**src/common/pcd_pkg.sv**
```systemverilog
package pcd_pkg;

  // ****************************************************************
  // Pin slots
  // ****************************************************************
  localparam int NPIN    = 10;
  localparam int PIN_C4  = 0;
  localparam int PIN_C5  = 1;
  localparam int PIN_C6  = 2;
  localparam int PIN_C7  = 3;
  localparam int PIN_C8  = 4;
  localparam int PIN_C12 = 5;
  localparam int PIN_D0  = 6;
  localparam int PIN_D1  = 7;
  localparam int PIN_D4  = 8;
  localparam int PIN_D5  = 9;

  // ****************************************************************
  // Functions and which pins may take them
  // ****************************************************************
  typedef enum logic [2:0] {
    PCD_FN_GPIO,
    PCD_FN_ANALOG,
    PCD_FN_CRYSTAL_OSC_OUTPUT,
    PCD_FN_EXTERNAL_CLOCK_INPUT,
    PCD_FN_JTAG
  } pcd_fn_t;

  localparam logic [NPIN-1:0] OK_GPIO   = 10'h3FF;
  localparam logic [NPIN-1:0] OK_ANALOG = 10'h03F;
  localparam logic [NPIN-1:0] OK_CRYSTAL_OSC_OUTPUT   = 10'h300;
  localparam logic [NPIN-1:0] OK_EXTERNAL_CLOCK_INPUT  = 10'h200;
  localparam logic [NPIN-1:0] OK_JTAG   = 10'h0C0;

  // ****************************************************************
  // Reset values
  // ****************************************************************
  localparam logic [NPIN-1:0] RST_JTAG_PINS = 10'h0C0;
  localparam logic [NPIN-1:0] RST_DIR       = 10'h000;
  localparam logic [NPIN-1:0] RST_DOUT      = 10'h000;
  localparam logic            RST_TDO       = 1'h1;
  localparam logic            RST_TDI       = 1'h1;
  localparam logic            RST_TCK_PREV  = 1'h1;
  localparam int              SYNC_STAGES   = 2;

  // ****************************************************************
  // Carriers
  // ****************************************************************
  typedef struct packed {
    logic [NPIN-1:0] out;
    logic [NPIN-1:0] oe;
    logic [NPIN-1:0] pu;
  } pcd_pad_t;

  typedef struct packed {
    logic [NPIN-1:0] analog_en;
    logic            conv_b_input0_en;
    logic            comparator_b_input3_en;
    logic            crystal_osc_input_en;
    logic            crystal_osc_output_en;
    logic            external_clock_input_en;
  } pcd_route_t;

endpackage

```
**src/verilog/pcd_sync.sv**
```systemverilog
`timescale 1ns/1ps
module pcd_sync #(
  parameter int          WIDTH   = 1,
  parameter int          STAGES  = 2,
  parameter logic [WIDTH-1:0] RST_VAL = '1
) (
  input  wire logic             core_clk,
  input  wire logic             rst_n,
  input  wire logic             ce,
  input  wire logic [WIDTH-1:0] d,
  output logic      [WIDTH-1:0] q
);

  typedef struct packed {
    logic [STAGES-1:0][WIDTH-1:0] stg;
  } pcd_sync_st_t;

  pcd_sync_st_t st_r;
  pcd_sync_st_t st_nxt;

  if (STAGES < 2) begin : g_chk
    $error("pcd_sync needs at least two stages");
  end

  // Each stage feeds only the next one; nothing else looks at the first.
  always_comb begin
    st_nxt = st_r;
    st_nxt.stg[0] = d;
    for (int i = 1; i < STAGES; i++) begin
      st_nxt.stg[i] = st_r.stg[i-1];
    end
  end

  always_ff @(posedge core_clk) begin
    if (!rst_n) begin
      st_r <= {STAGES{RST_VAL}};
    end else if (ce) begin
      st_r <= st_nxt;
    end
  end

  assign q = st_r.stg[STAGES-1];

endmodule

```
**src/verilog/pcd_pin_select.sv**
```systemverilog
//Behaviour
//- Each port C and port D pin is a software-set GPIO input or output.
//- After reset, analog-shared and oscillator-shared pins are GPIO inputs.
//- Converter B input 0 pin as analog feeds converter and comparator both.
//- After reset, port D bits 0 and 1 take the test-data function.
//- Test data input is captured on each rising test clock edge.
//- Test data output is driven only in shift states, otherwise floats.
//- Test data output changes on the falling test clock edge.
//- Test data input keeps its pull-up on, also during reset.
//- Port D bit 5 may become the external clock input.
//- Test data output is tri-stateable and carries the serial test stream.
//- Peripheral selection comes from the system integration unit settings.
`timescale 1ns/1ps
module pcd_pin_select (
  input  wire logic                                core_clk,
  input  wire logic                                rst_n,
  input  wire logic                                ce,
  input  wire logic [pcd_pkg::NPIN-1:0]            pad_in,
  input  wire logic                                tck_pad,
  input  wire logic                                siu_wr,
  input  pcd_pkg::pcd_fn_t [pcd_pkg::NPIN-1:0]     siu_sel,
  input  wire logic                                gpio_wr,
  input  wire logic [pcd_pkg::NPIN-1:0]            gpio_dir_wdata,
  input  wire logic [pcd_pkg::NPIN-1:0]            gpio_out_wdata,
  input  wire logic                                tap_shift,
  input  wire logic                                tap_tdo,
  output pcd_pkg::pcd_pad_t                        pad,
  output pcd_pkg::pcd_route_t                      route,
  output logic      [pcd_pkg::NPIN-1:0]            gpio_in,
  output logic                                     tdi_bit,
  output logic                                     tdi_strobe,
  output logic                                     tck_rise,
  output logic                                     tck_fall
);

  // ****************************************************************
  // State
  // ****************************************************************
  typedef struct packed {
    pcd_pkg::pcd_fn_t [pcd_pkg::NPIN-1:0] sel;
    logic [pcd_pkg::NPIN-1:0]             dir;
    logic [pcd_pkg::NPIN-1:0]             dout;
    logic                                 tck_prev;
    logic                                 tdi;
    logic                                 tdi_stb;
    logic                                 tdo;
    logic                                 tdo_oe;
  } pcd_st_t;

  function automatic pcd_st_t rst_state();
    pcd_st_t s;
    s = '0;
    for (int i = 0; i < pcd_pkg::NPIN; i++) begin
      s.sel[i] = pcd_pkg::RST_JTAG_PINS[i] ? pcd_pkg::PCD_FN_JTAG : pcd_pkg::PCD_FN_GPIO;
    end
    s.dir      = pcd_pkg::RST_DIR;
    s.dout     = pcd_pkg::RST_DOUT;
    s.tck_prev = pcd_pkg::RST_TCK_PREV;
    s.tdi      = pcd_pkg::RST_TDI;
    s.tdo      = pcd_pkg::RST_TDO;
    return s;
  endfunction

  function automatic logic fn_legal(pcd_pkg::pcd_fn_t fn, int idx);
    logic ok;
    ok = 1'b0;
    unique case (fn)
      pcd_pkg::PCD_FN_GPIO:   ok = pcd_pkg::OK_GPIO[idx];
      pcd_pkg::PCD_FN_ANALOG: ok = pcd_pkg::OK_ANALOG[idx];
      pcd_pkg::PCD_FN_CRYSTAL_OSC_OUTPUT:   ok = pcd_pkg::OK_CRYSTAL_OSC_OUTPUT[idx];
      pcd_pkg::PCD_FN_EXTERNAL_CLOCK_INPUT:  ok = pcd_pkg::OK_EXTERNAL_CLOCK_INPUT[idx];
      pcd_pkg::PCD_FN_JTAG:   ok = pcd_pkg::OK_JTAG[idx];
      default:                ok = 1'b0;
    endcase
    return ok;
  endfunction

  localparam pcd_st_t ST_RST = rst_state();

  pcd_st_t                   st_r;
  pcd_st_t                   st_nxt;
  logic [pcd_pkg::NPIN-1:0]  pad_s;
  logic                      tck_s;

  // ****************************************************************
  // Input synchronisers
  // ****************************************************************
  pcd_sync #(
    .WIDTH   (pcd_pkg::NPIN + 1),
    .STAGES  (pcd_pkg::SYNC_STAGES),
    .RST_VAL ('1)
  ) u_sync (
    .core_clk (core_clk),
    .rst_n    (rst_n),
    .ce       (ce),
    .d        ({tck_pad, pad_in}),
    .q        ({tck_s, pad_s})
  );

  assign tck_rise = tck_s & ~st_r.tck_prev;
  assign tck_fall = ~tck_s & st_r.tck_prev;

  // ****************************************************************
  // Next state
  // ****************************************************************
  always_comb begin
    st_nxt          = st_r;
    st_nxt.tck_prev = tck_s;
    st_nxt.tdi_stb  = 1'b0;
    if (tck_rise) begin
      st_nxt.tdi     = pad_s[pcd_pkg::PIN_D0];
      st_nxt.tdi_stb = 1'b1;
    end
    if (tck_fall) begin
      st_nxt.tdo    = tap_tdo;
      st_nxt.tdo_oe = tap_shift;
    end
    // selection from unit
    // Requests for a function a pin cannot take are dropped per pin.
    if (siu_wr) begin
      for (int i = 0; i < pcd_pkg::NPIN; i++) begin
        if (fn_legal(siu_sel[i], i)) begin
          st_nxt.sel[i] = siu_sel[i];
        end
      end
    end
    if (gpio_wr) begin
      st_nxt.dir  = gpio_dir_wdata;
      st_nxt.dout = gpio_out_wdata;
    end
  end

  always_ff @(posedge core_clk) begin
    if (!rst_n) begin
      st_r <= ST_RST;
    end else if (ce) begin
      st_r <= st_nxt;
    end
  end

  // ****************************************************************
  // Pad and routing outputs
  // ****************************************************************
  always_comb begin
    pad = '0;
    for (int i = 0; i < pcd_pkg::NPIN; i++) begin
      unique case (st_r.sel[i])
        pcd_pkg::PCD_FN_GPIO: begin
          pad.out[i] = st_r.dout[i];
          pad.oe[i]  = st_r.dir[i] & rst_n;
        end
        pcd_pkg::PCD_FN_JTAG: begin
          pad.out[i] = (i == pcd_pkg::PIN_D1) ? st_r.tdo : 1'b0;
          pad.oe[i]  = (i == pcd_pkg::PIN_D1) ? (st_r.tdo_oe & rst_n) : 1'b0;
          pad.pu[i]  = 1'b1;
        end
        default: begin
          pad.out[i] = 1'b0;
          pad.oe[i]  = 1'b0;
        end
      endcase
    end
    // pull-up through reset
    // The pull-ups hold before the first clock edge settles the selection.
    if (!rst_n) begin
      pad.pu = pad.pu | pcd_pkg::RST_JTAG_PINS;
    end
  end

  always_comb begin
    route = '0;
    for (int i = 0; i < pcd_pkg::NPIN; i++) begin
      route.analog_en[i] = (st_r.sel[i] == pcd_pkg::PCD_FN_ANALOG);
    end
    route.conv_b_input0_en       = route.analog_en[pcd_pkg::PIN_C4];
    route.comparator_b_input3_en = route.analog_en[pcd_pkg::PIN_C4];
    route.crystal_osc_input_en   = (st_r.sel[pcd_pkg::PIN_D4] == pcd_pkg::PCD_FN_CRYSTAL_OSC_OUTPUT);
    route.crystal_osc_output_en  = (st_r.sel[pcd_pkg::PIN_D5] == pcd_pkg::PCD_FN_CRYSTAL_OSC_OUTPUT);
    route.external_clock_input_en = (st_r.sel[pcd_pkg::PIN_D5] == pcd_pkg::PCD_FN_EXTERNAL_CLOCK_INPUT);
  end

  assign gpio_in    = pad_s;
  assign tdi_bit    = st_r.tdi;
  assign tdi_strobe = st_r.tdi_stb;
endmodule

```
**config.mk**
```make
export PLATFORM = sky130hd
export DESIGN_NAME = pcd_pin_select
export DESIGN_NICKNAME = d
export VERILOG_FILES = /design/src/common/pcd_pkg.sv /design/src/verilog/pcd_sync.sv /design/src/verilog/pcd_pin_select.sv
export SDC_FILE = /design/constraint.sdc
export NUM_CORES = 1
export LEC_CHECK = 0
export ABC_AREA = 1
export BUFFER_PORTS_ARGS = -buffer_cell sky130_fd_sc_hd__buf_4
export CAP_MARGIN = 20
export CELL_PAD_IN_SITES_DETAIL_PLACEMENT = 1
export CELL_PAD_IN_SITES_GLOBAL_PLACEMENT = 1
export CORE_UTILIZATION = 37
export CTS_BUF_LIST = sky130_fd_sc_hd__clkbuf_2
export CTS_CLUSTER_DIAMETER = 30
export CTS_CLUSTER_SIZE = 16
export DETAILED_ROUTE_END_ITERATION = 10
export PLACE_DENSITY = 0.88
export SKIP_CTS_REPAIR_TIMING = 1
export SLEW_MARGIN = 20
export SYNTH_ARGS = -nofsm -noshare
export SYNTH_HDL_FRONTEND = slang
export SYNTH_SLANG_ARGS = --single-unit
```
**constraint.sdc**
```tcl
create_clock -name core_clk -period 1.6 [get_ports core_clk]
set_clock_uncertainty 0.1 [all_clocks]
set_input_delay 0.32 -clock core_clk [delete_from_list [all_inputs] [get_ports core_clk]]
set_output_delay 0.32 -clock core_clk [all_outputs]
set_load 0.05 [all_outputs]
```
==> impl_metrics.json, run 1 <==
{
  "period_share": 1.22,
  "period_needed_ns": 1.96,
  "synth_top_area_cell": "dfxtp_1",
  "fin_tns_setup_ns": -10.95,
  "holdCritPathClass": "in -> reg",
  "crit_fanout": 4,
  "finalWorstSetupSlack_ns": -0.358,
  "grt-ovfl-total": 0,
  "clkLatencyLatePin_ns": 0.54,
  "routed_wl_mm": 16.6,
  "power_mw": 4.21,
  "power.leakage_nw": 2.53,
  "r2r_start": "st_r[45]",
  "cts_tree": "done",
  "slew_violations": 0,
  "start_util": 0.383,
  "grt_pass1_wl_mm": 15.1,
  "clockBufferDepth": 2,
  "wl_per_cell_um": 22.7,
  "rsz0062_at_grt": "true",
  "coreArea_um2": 8220,
  "synth.yosys.seq_area_share": 0.490,
  "fmax_ghz": 0.511,
  "drcViolationCount": 0,
  "synth_warnings": 0,
  "io_buffers": 126,
  "hpwl_mm": 7.47,
  "reg2reg_depth": 4,
  "synth_flop_cell": "dfxtp_1",
  "worstPathCellList": "inv_4, buf_4, nor3_4, buf_6",
  "clockRootBuffer": "clkbuf_2",
  "cp_data_arrival_time_ns": 1.54,
  "die-area_um2": 8880,
  "synthTopCellsByCount": "dfxtp_1, nand2_1, nor2_1, inv_1, nor3_1",
  "h-tree-depth": 3,
  "routed_via_density": 5.48,
  "hold_depth": 3,
  "seqCellArea_um2": 1620,
  "grt_max_degree": 26,
  "drv_cap": 0,
  "drtIter0Drc": 118,
  "yosysUniqueCellTypes": 22,
  "worstHoldStart": "gpio_out_wdata[0]",
  "first_global_vias": 3278,
  "drt.antenna.violating_nets": 0,
  "synth_top_area_frac": 0.490,
  "crit_slowest_cell": "dfxtp_2",
  "n_fill_cell": 922,
  "syn_to_final_growth_pct": 83.1,
  "setup-violations-final": 52,
  "status": "complete, but fails checks",
  "start_kind": "register",
  "synthesis.area_um2": 3150,
  "num_io_pins": 127,
  "post-place-ws_ns": 0.115,
  "antenna_found_initial": 1,
  "cts.clk_slew.worst_paths_ns": 0.25,
  "end_kind": "primary output",
  "crit_required_ns": 1.18,
  "max_stage_delay_ns": 0.42,
  "ys_ff_latch": 77,
  "reg2reg_slack_ns": 0.19,
  "synth_area_leaders": "dfxtp_1, nand2_1, nor2_1",
  "multi_input_area_um2": 1790,
  "rows": 33,
  "die_w_um": 94.2,
  "final_util": 0.701,
  "gp_congestion": 0.817,
  "violations": "negative hold slack, negative setup slack",
  "cts_inserted_buffers": 9,
  "drt_pass1_iterations": 4,
  "final_hold_viol_count": 5,
  "synth_fp_nets": 500,
  "async_flop_share": 0,
  "maxSlewHeadroom": 0.694,
  "whs_ns": -0.0320,
  "r2r_end": "st_r[45]",
  "synth_edf_count": 0,
  "final_nets": 689,
  "drive_gt1_frac": 0.477,
  "dieHeight_um": 94.2,
  "ir_worst_vdd_mv": 0.541,
  "path_class": "reg -> out",
  "tightestPinTransition_ns": 0.458,
  "power_density_nw_per_um2": 731,
  "postSynthAreaPerCell_um2": 7.28,
  "grt_usage": 0.223,
  "num_vias": 4015,
  "cts.sinks": 77,
  "hold_path_end": "st_r[5]",
  "syn_inst": 432
}
==> worst max path at each step <==
stage	endpoint	cells past startpoint	slack [ns]	from
2_1_floorplan	pad[9]	2	-0.30	st_r[54]
3_3_place_gp	pad[17]	6	0.14	rst_n
3_5_place_dp	pad[13]	5	0.12	rst_n
4_1_cts	pad[17]	6	-0.42	st_r[46]
5_1_grt	pad[17]	6	-0.43	st_r[47]
6_report	route[12]	4	-0.36	st_r[46]
==> registers in the layout, indices dropped and copies added, names as in the netlist <==
register / cells
u_sync.q: 11
tdi_bit: 1
u_sync.st_nxt: 11
st_r: 53
tdi_strobe: 1
==> logic make-up (layout without fill, tap and decap cells) <==
| kind of cell | after synthesis | in the layout | share of synthesized area |
|---|---|---|---|
| and+or+nand+nor | 237 | 237 | 0.334 |
| DFF | 77 | 77 | 0.490 |
| buffers and inverters | 70 | 263 | 0.0974 |
| AOI/OAI and AO/OA | 48 | 48 | 0.0787 |
| other | 0 | 2 | 0 |
==> area by class of cell <==
cell class,instances,share of cell area
diodes,2,0.000868
clock buffers,13,0.0113
clock inverters,2,0.00608
inverters,49,0.0402
multi-input cells,285,0.311
flip-flops and latches,77,0.282
well taps,105,0.0228
repair buffers,199,0.326
==> per-stage QoR <==
| stage | instances | instance area, µm² |
|---|---|---|
| 2_1_floorplan | 432 | 3280 |
| 3_3_place_gp | 651 | 4330 |
| 3_5_place_dp | 651 | 4330 |
| 4_1_cts | 666 | 4430 |
| 5_1_grt | 731 | 5760 |
| 6_report | 732 | 5760 |
==> power by group <==
group | switching [mW] | total [mW] | internal [mW]
combinational | 0.622 | 1.05 | 0.431
sequential | 0.0725 | 2.06 | 1.99
clock | 0.725 | 1.10 | 0.377
==> per-layer routing <==
metal	part of all wire	GRT usage
met1	0.34	0.249
met2	0.55	0.405
met3	0.051	0.0413
met4	0.058	0.100
met5	0	0
==> layout by cell type (no fill, tap or decap), types with 2 or more instances in the layout <==
master and n:
diode_2 2, inv_2 17, inv_6 3, nor2_2 5
buf_4 98, dfxtp_1 45, nor3_4 20, nor3_2 9
inv_1 16, nor2_4 17, o21ai_0 28, nand3_1 28
clkbuf_2 13, o21ai_1 2, buf_6 41, dfxtp_2 15
o21ai_2 2, buf_12 3, nor3_1 18, inv_4 13
a21oi_1 14, nand3_4 8, nand2_1 76, dlygate4sd3_1 47
dfxtp_4 17, buf_8 10, nor2_1 52
==> worst max-delay path, delay by kind of cell (launching register included) <==
| kind | cells | cell delay, ns |
|---|---|---|
| buffers and inverters | 3 | 0.38 |
| DFF | 1 | 0.42 |
| and+or+nand+nor | 1 | 0.18 |
Note: power is estimated with default switching activity, not from simulation.
==> inputs of run 2 (changes only) <==
- REMOVE_ABC_BUFFERS: unset -> 1
==> run 2 against run 1 <==
Against the previous run:
- the flow still finishes with violations (negative hold slack, negative setup slack)
- first-iteration DRC count is 95% higher
- clock-buffer cell count is 4 lower
- non-clock buffer count is 1 higher
- routed wire length is 11% higher
- combinational power hardly changed
- register-to-register slack worse by 0.09 ns
- core utilization stayed put
- sequential share of layout area hardly changed
- critical endpoint is now pad[17]
==> impl_metrics.json, run 2 (same netlist as run 1, synthesis figures left out) <==
{
  "grt_usage": 0.226,
  "cts.sinks": 77,
  "num_io_pins": 127,
  "slew_violations": 0,
  "fin_tns_setup_ns": -14.05,
  "critPathBufInv": 2,
  "drt_pass1_iterations": 5,
  "routed_via_density": 5.67,
  "tightestPinTransition_ns": 0.665,
  "n_fill_cell": 918,
  "power.leakage_nw": 2.57,
  "dieHeight_um": 94.2,
  "start_util": 0.383,
  "syn_to_final_growth_pct": 83.1,
  "drv_cap": 0,
  "h-tree-depth": 3,
  "final_cells": 734,
  "grt_pass1_wl_mm": 15.5,
  "crit_required_ns": 1.18,
  "placed_cells": 650,
  "cp_data_arrival_time_ns": 1.73,
  "rows": 33,
  "violations": "negative hold slack, negative setup slack",
  "num_vias": 4163,
  "gp_congestion": 0.819,
  "finalWorstSetupSlack_ns": -0.550,
  "clockRootBuffer": "clkbuf_2",
  "max_stage_delay_ns": 0.40,
  "whs_ns": -0.0835,
  "drive_gt1_frac": 0.472,
  "start_kind": "register",
  "clkLatencyLatePin_ns": 0.57,
  "end_kind": "primary output",
  "worstPathCellList": "inv_2, nand2_4, nor2_2, o21ai_1, nor2_1, buf_6",
  "period_share": 1.34,
  "routed_wl_mm": 18.4,
  "path_class": "reg -> out",
  "path_delay_family": "flip-flops",
  "drt.antenna.violating_nets": 0,
  "die_w_um": 94.2,
  "largest_reg_flops": 53,
  "final_hold_viol_count": 10,
  "power_mw": 4.54,
  "period_needed_ns": 2.15,
  "die-area_um2": 8880,
  "maxSlewHeadroom": 0.553,
  "holdCritPathClass": "in -> reg",
  "power_density_nw_per_um2": 788,
  "crit_fanout": 3,
  "coreArea_um2": 8220,
  "regMostFlops": "st_r",
  "drcViolationCount": 0,
  "fmax_ghz": 0.465,
  "wl_per_cell_um": 25.0,
  "first_global_vias": 3326,
  "hpwl_mm": 7.46,
  "status": "complete, but fails checks",
  "grt_max_degree": 31,
  "cts_tree": "done",
  "rsz0062_at_grt": "true",
  "grt-ovfl-total": 0,
  "setup-violations-final": 55,
  "io_buffers": 126,
  "drtIter0Drc": 230,
  "final_nets": 690,
  "ir_worst_vdd_mv": 0.497,
  "crit_slowest_cell": "dfxtp_2",
  "cts_inserted_buffers": 9,
  "layout_commonest_cell": "buf_4",
  "antenna_found_initial": 4,
  "layout_common_cells": "buf_4, nand2_1, nor2_1, dlygate4sd3_1, dfxtp_1",
  "cts.clk_slew.worst_paths_ns": 0.27,
  "clockBufferDepth": 2
}
run 2: changes by cell type in the layout (fill, tap and decap cells not counted), sizes merged:
cell	previous run	this run
inv	49	51
bufinv	1	2
buf	152	148
clkbuf	13	9
clkinvlp	0	1
dlygate4sd3	47	52
clkinv	1	2
run 2: per-stage QoR:
| step | setup slack (ns) | hold slack (ns) | utilization | cell area (µm²) |
|---|---|---|---|---|
| floorplan | -2.21 | 0.304 | - | 3030 |
| detailed placement | 0.114 | 0.346 | 0.511 | 4200 |
| global placement | 0.0940 | 0.339 | 0.511 | 4200 |
| CTS | -0.406 | -0.125 | 0.529 | 4340 |
| global route | -0.583 | -0.0783 | 0.701 | 5760 |
| finish | -0.550 | -0.0835 | 0.701 | 5760 |
run 2: worst register-to-register path, cell delays in order (launching register included):
cell           delay [ns]
dfxtp_2              0.43
buf_4                0.14
nor2_1               0.11
nor2_1               0.07
dlygate4sd3_1        0.58
run 2: per-layer routing:
| layer | up-vias | wire length, µm | GRT usage |
|---|---|---|---|
| li1 | 1764 | - | - |
| met3 | 98 | 1060 | 0.0340 |
| met4 | 4 | 1200 | 0.0859 |
| met1 | 2053 | 6280 | 0.251 |
| met2 | 244 | 9810 | 0.425 |
| met5 | - | 30 | 0 |
run 2: worst paths after layout:
| path | slack (ns) | depth (start not counted) | startpoint | end |
|---|---|---|---|---|
| min reg2reg | 0.40 | 2 | u_sync.q[2] | u_sync.q[2] |
| min | -0.08 | 3 | siu_sel[16] | st_r[42] |
| max | -0.55 | 6 | st_r[47] | pad[17] |
| max reg2reg | 0.10 | 4 | st_r[37] | st_r[37] |
run 2: power by group:
part | switching, mW | internal, mW
clock | 0.863 | 0.525
sequential | 0.0812 | 1.99
combinational | 0.645 | 0.435
total | 1.59 | 2.95
run 2: layout make-up:
cell class | count | area, µm² | area share
multi-input combinational | 285 | 1750 | 0.304
inverter | 49 | 231 | 0.0402
antenna | 2 | 5.00 | 0.000868
tap | 105 | 131 | 0.0228
sequential | 77 | 1630 | 0.282
clock inverter | 7 | 97.6 | 0.0169
timing repair buffer | 200 | 1880 | 0.325
clock buffer | 9 | 45.0 | 0.00782
==> inputs of run 3 (changes only) <==
- TNS_END_PERCENT: unset -> 20
==> run 3 against run 2 <==
Against the previous run:
- setup slack improved by 0.14 ns
- die area stayed put
- sequential share of layout area is 2.0 points higher
- flip-flop and latch count unchanged
- register-to-register slack improved by 0.15 ns
- via count fell by 6.7%
- the flow still finishes with violations (negative hold slack, negative setup slack)
- combinational power decreased by 8%
- first-iteration DRC count down 15%
- largest power group unchanged
- core utilization down 5.8 points
- clock-buffer cell count did not move
- critical path depth decreased by 2
==> impl_metrics.json, run 3 (same netlist as run 1, synthesis figures left out) <==
{
  "clkLatencyLatePin_ns": 0.54,
  "cp_data_arrival_time_ns": 1.59,
  "layout_commonest_cell": "buf_4",
  "final_hold_viol_count": 4,
  "antenna_found_initial": 1,
  "finalWorstSetupSlack_ns": -0.413,
  "power_density_nw_per_um2": 833,
  "violations": "negative hold slack, negative setup slack",
  "final_util": 0.643,
  "holdCritPathClass": "in -> reg",
  "dieHeight_um": 94.2,
  "power_mw": 4.40,
  "cts_inserted_buffers": 9,
  "largest_reg_flops": 53,
  "maxSlewHeadroom": 0.701,
  "num_vias": 3886,
  "power.leakage_nw": 2.46,
  "routed_via_density": 5.39,
  "h-tree-depth": 3,
  "whs_ns": -0.0186,
  "seqPwrFrac": 0.471,
  "swShare": 0.332,
  "final_area_um2": 5280,
  "grt-ovfl-total": 0,
  "gp_congestion": 0.819,
  "num_io_pins": 127,
  "intPower_mw": 2.94,
  "grt_usage": 0.226,
  "setup-violations-final": 48,
  "fmax_ghz": 0.497,
  "period_needed_ns": 2.01,
  "cts.sinks": 77,
  "path_class": "reg -> out",
  "final_nets": 678,
  "die-area_um2": 8880,
  "crit_required_ns": 1.18,
  "drive_gt1_frac": 0.385,
  "drtIter0Drc": 195,
  "fin_tns_setup_ns": -11.97,
  "drt.antenna.violating_nets": 0,
  "wl_per_cell_um": 21.1,
  "syn_to_final_growth_pct": 67.9,
  "layout_common_cells": "buf_4, nand2_1, nor2_1, dlygate4sd3_1, dfxtp_1",
  "rsz0062_at_grt": "true",
  "drcViolationCount": 0,
  "end_kind": "primary output",
  "placed_cells": 650,
  "routed_wl_mm": 15.2,
  "ir_worst_vdd_mv": 0.448,
  "p_comb_frac": 0.226,
  "hpwl_mm": 7.46,
  "tightestPinTransition_ns": 0.448,
  "slew_violations": 0,
  "period_share": 1.26,
  "start_util": 0.383,
  "rows": 33,
  "post-place-ws_ns": 0.114,
  "crit_fanout": 3,
  "clockRootBuffer": "clkbuf_2",
  "clock_power_share": 0.303,
  "die_w_um": 94.2,
  "start_kind": "register",
  "io_buffers": 126,
  "clockBufferDepth": 2,
  "cts.clk_slew.worst_paths_ns": 0.26,
  "coreArea_um2": 8220,
  "regMostFlops": "st_r",
  "final_cells": 721,
  "placed_area_um2": 4200,
  "cts_tree": "done",
  "status": "complete, but fails checks",
  "netSwitchingPower_mw": 1.46,
  "drv_cap": 0,
  "grt_pass1_wl_mm": 15.5,
  "first_global_vias": 3326,
  "grt_max_degree": 31,
  "drt_pass1_iterations": 4
}
run 3: changes by cell type in the layout (fill, tap and decap cells not counted), sizes merged:
cell / change
buf: -12
diode: -1
run 3: critical path, stage by stage, from the launching register on:
cell and delay, ns:
dfxtp_2 0.39, inv_1 0.12, nand3_1 0.17, nor2_1 0.18, buf_6 0.19
run 3: cell type report:
cell class                 count  area, µm²
antenna                        1       2.50
clock buffer                   9       45.0
clock inverter                 7       97.6
fill                         976       2930
inverter                      49        196
multi-input combinational    285       1470
sequential                    77       1600
tap                          105        131
timing repair buffer         188       1740
run 3: per-layer routing:
layer | vias to the layer above | wire length [µm] | global-route usage
met1 | 1887 | 5370 | 0.251
li1 | 1732 | - | -
met5 | - | 0 | 0
met3 | 73 | 631 | 0.0340
met2 | 194 | 8190 | 0.425
met4 | 0 | 1000 | 0.0859
run 3: power groups by stage:
stage / combinational, mW / clock, mW / sequential [mW]
floorplan: 0.343 / 0 / 2.15
global route: 1.04 / 1.41 / 2.08
detailed placement: 0.768 / 0 / 2.09
global placement: 0.745 / 0 / 2.09
CTS: 0.772 / 1.29 / 2.06
finish: 0.994 / 1.33 / 2.07
run 3: path summary, 6_finish.rpt:
check | start | to | slack, ns | cells after the start
worst max-delay path | st_r[42] | pad[25] | -0.41 | 4
worst max register to register | st_r[37] | st_r[37] | 0.25 | 3
worst min register to register | st_r[7] | st_r[7] | 0.38 | 2
worst min-delay path | siu_sel[10] | st_r[36] | -0.02 | 3
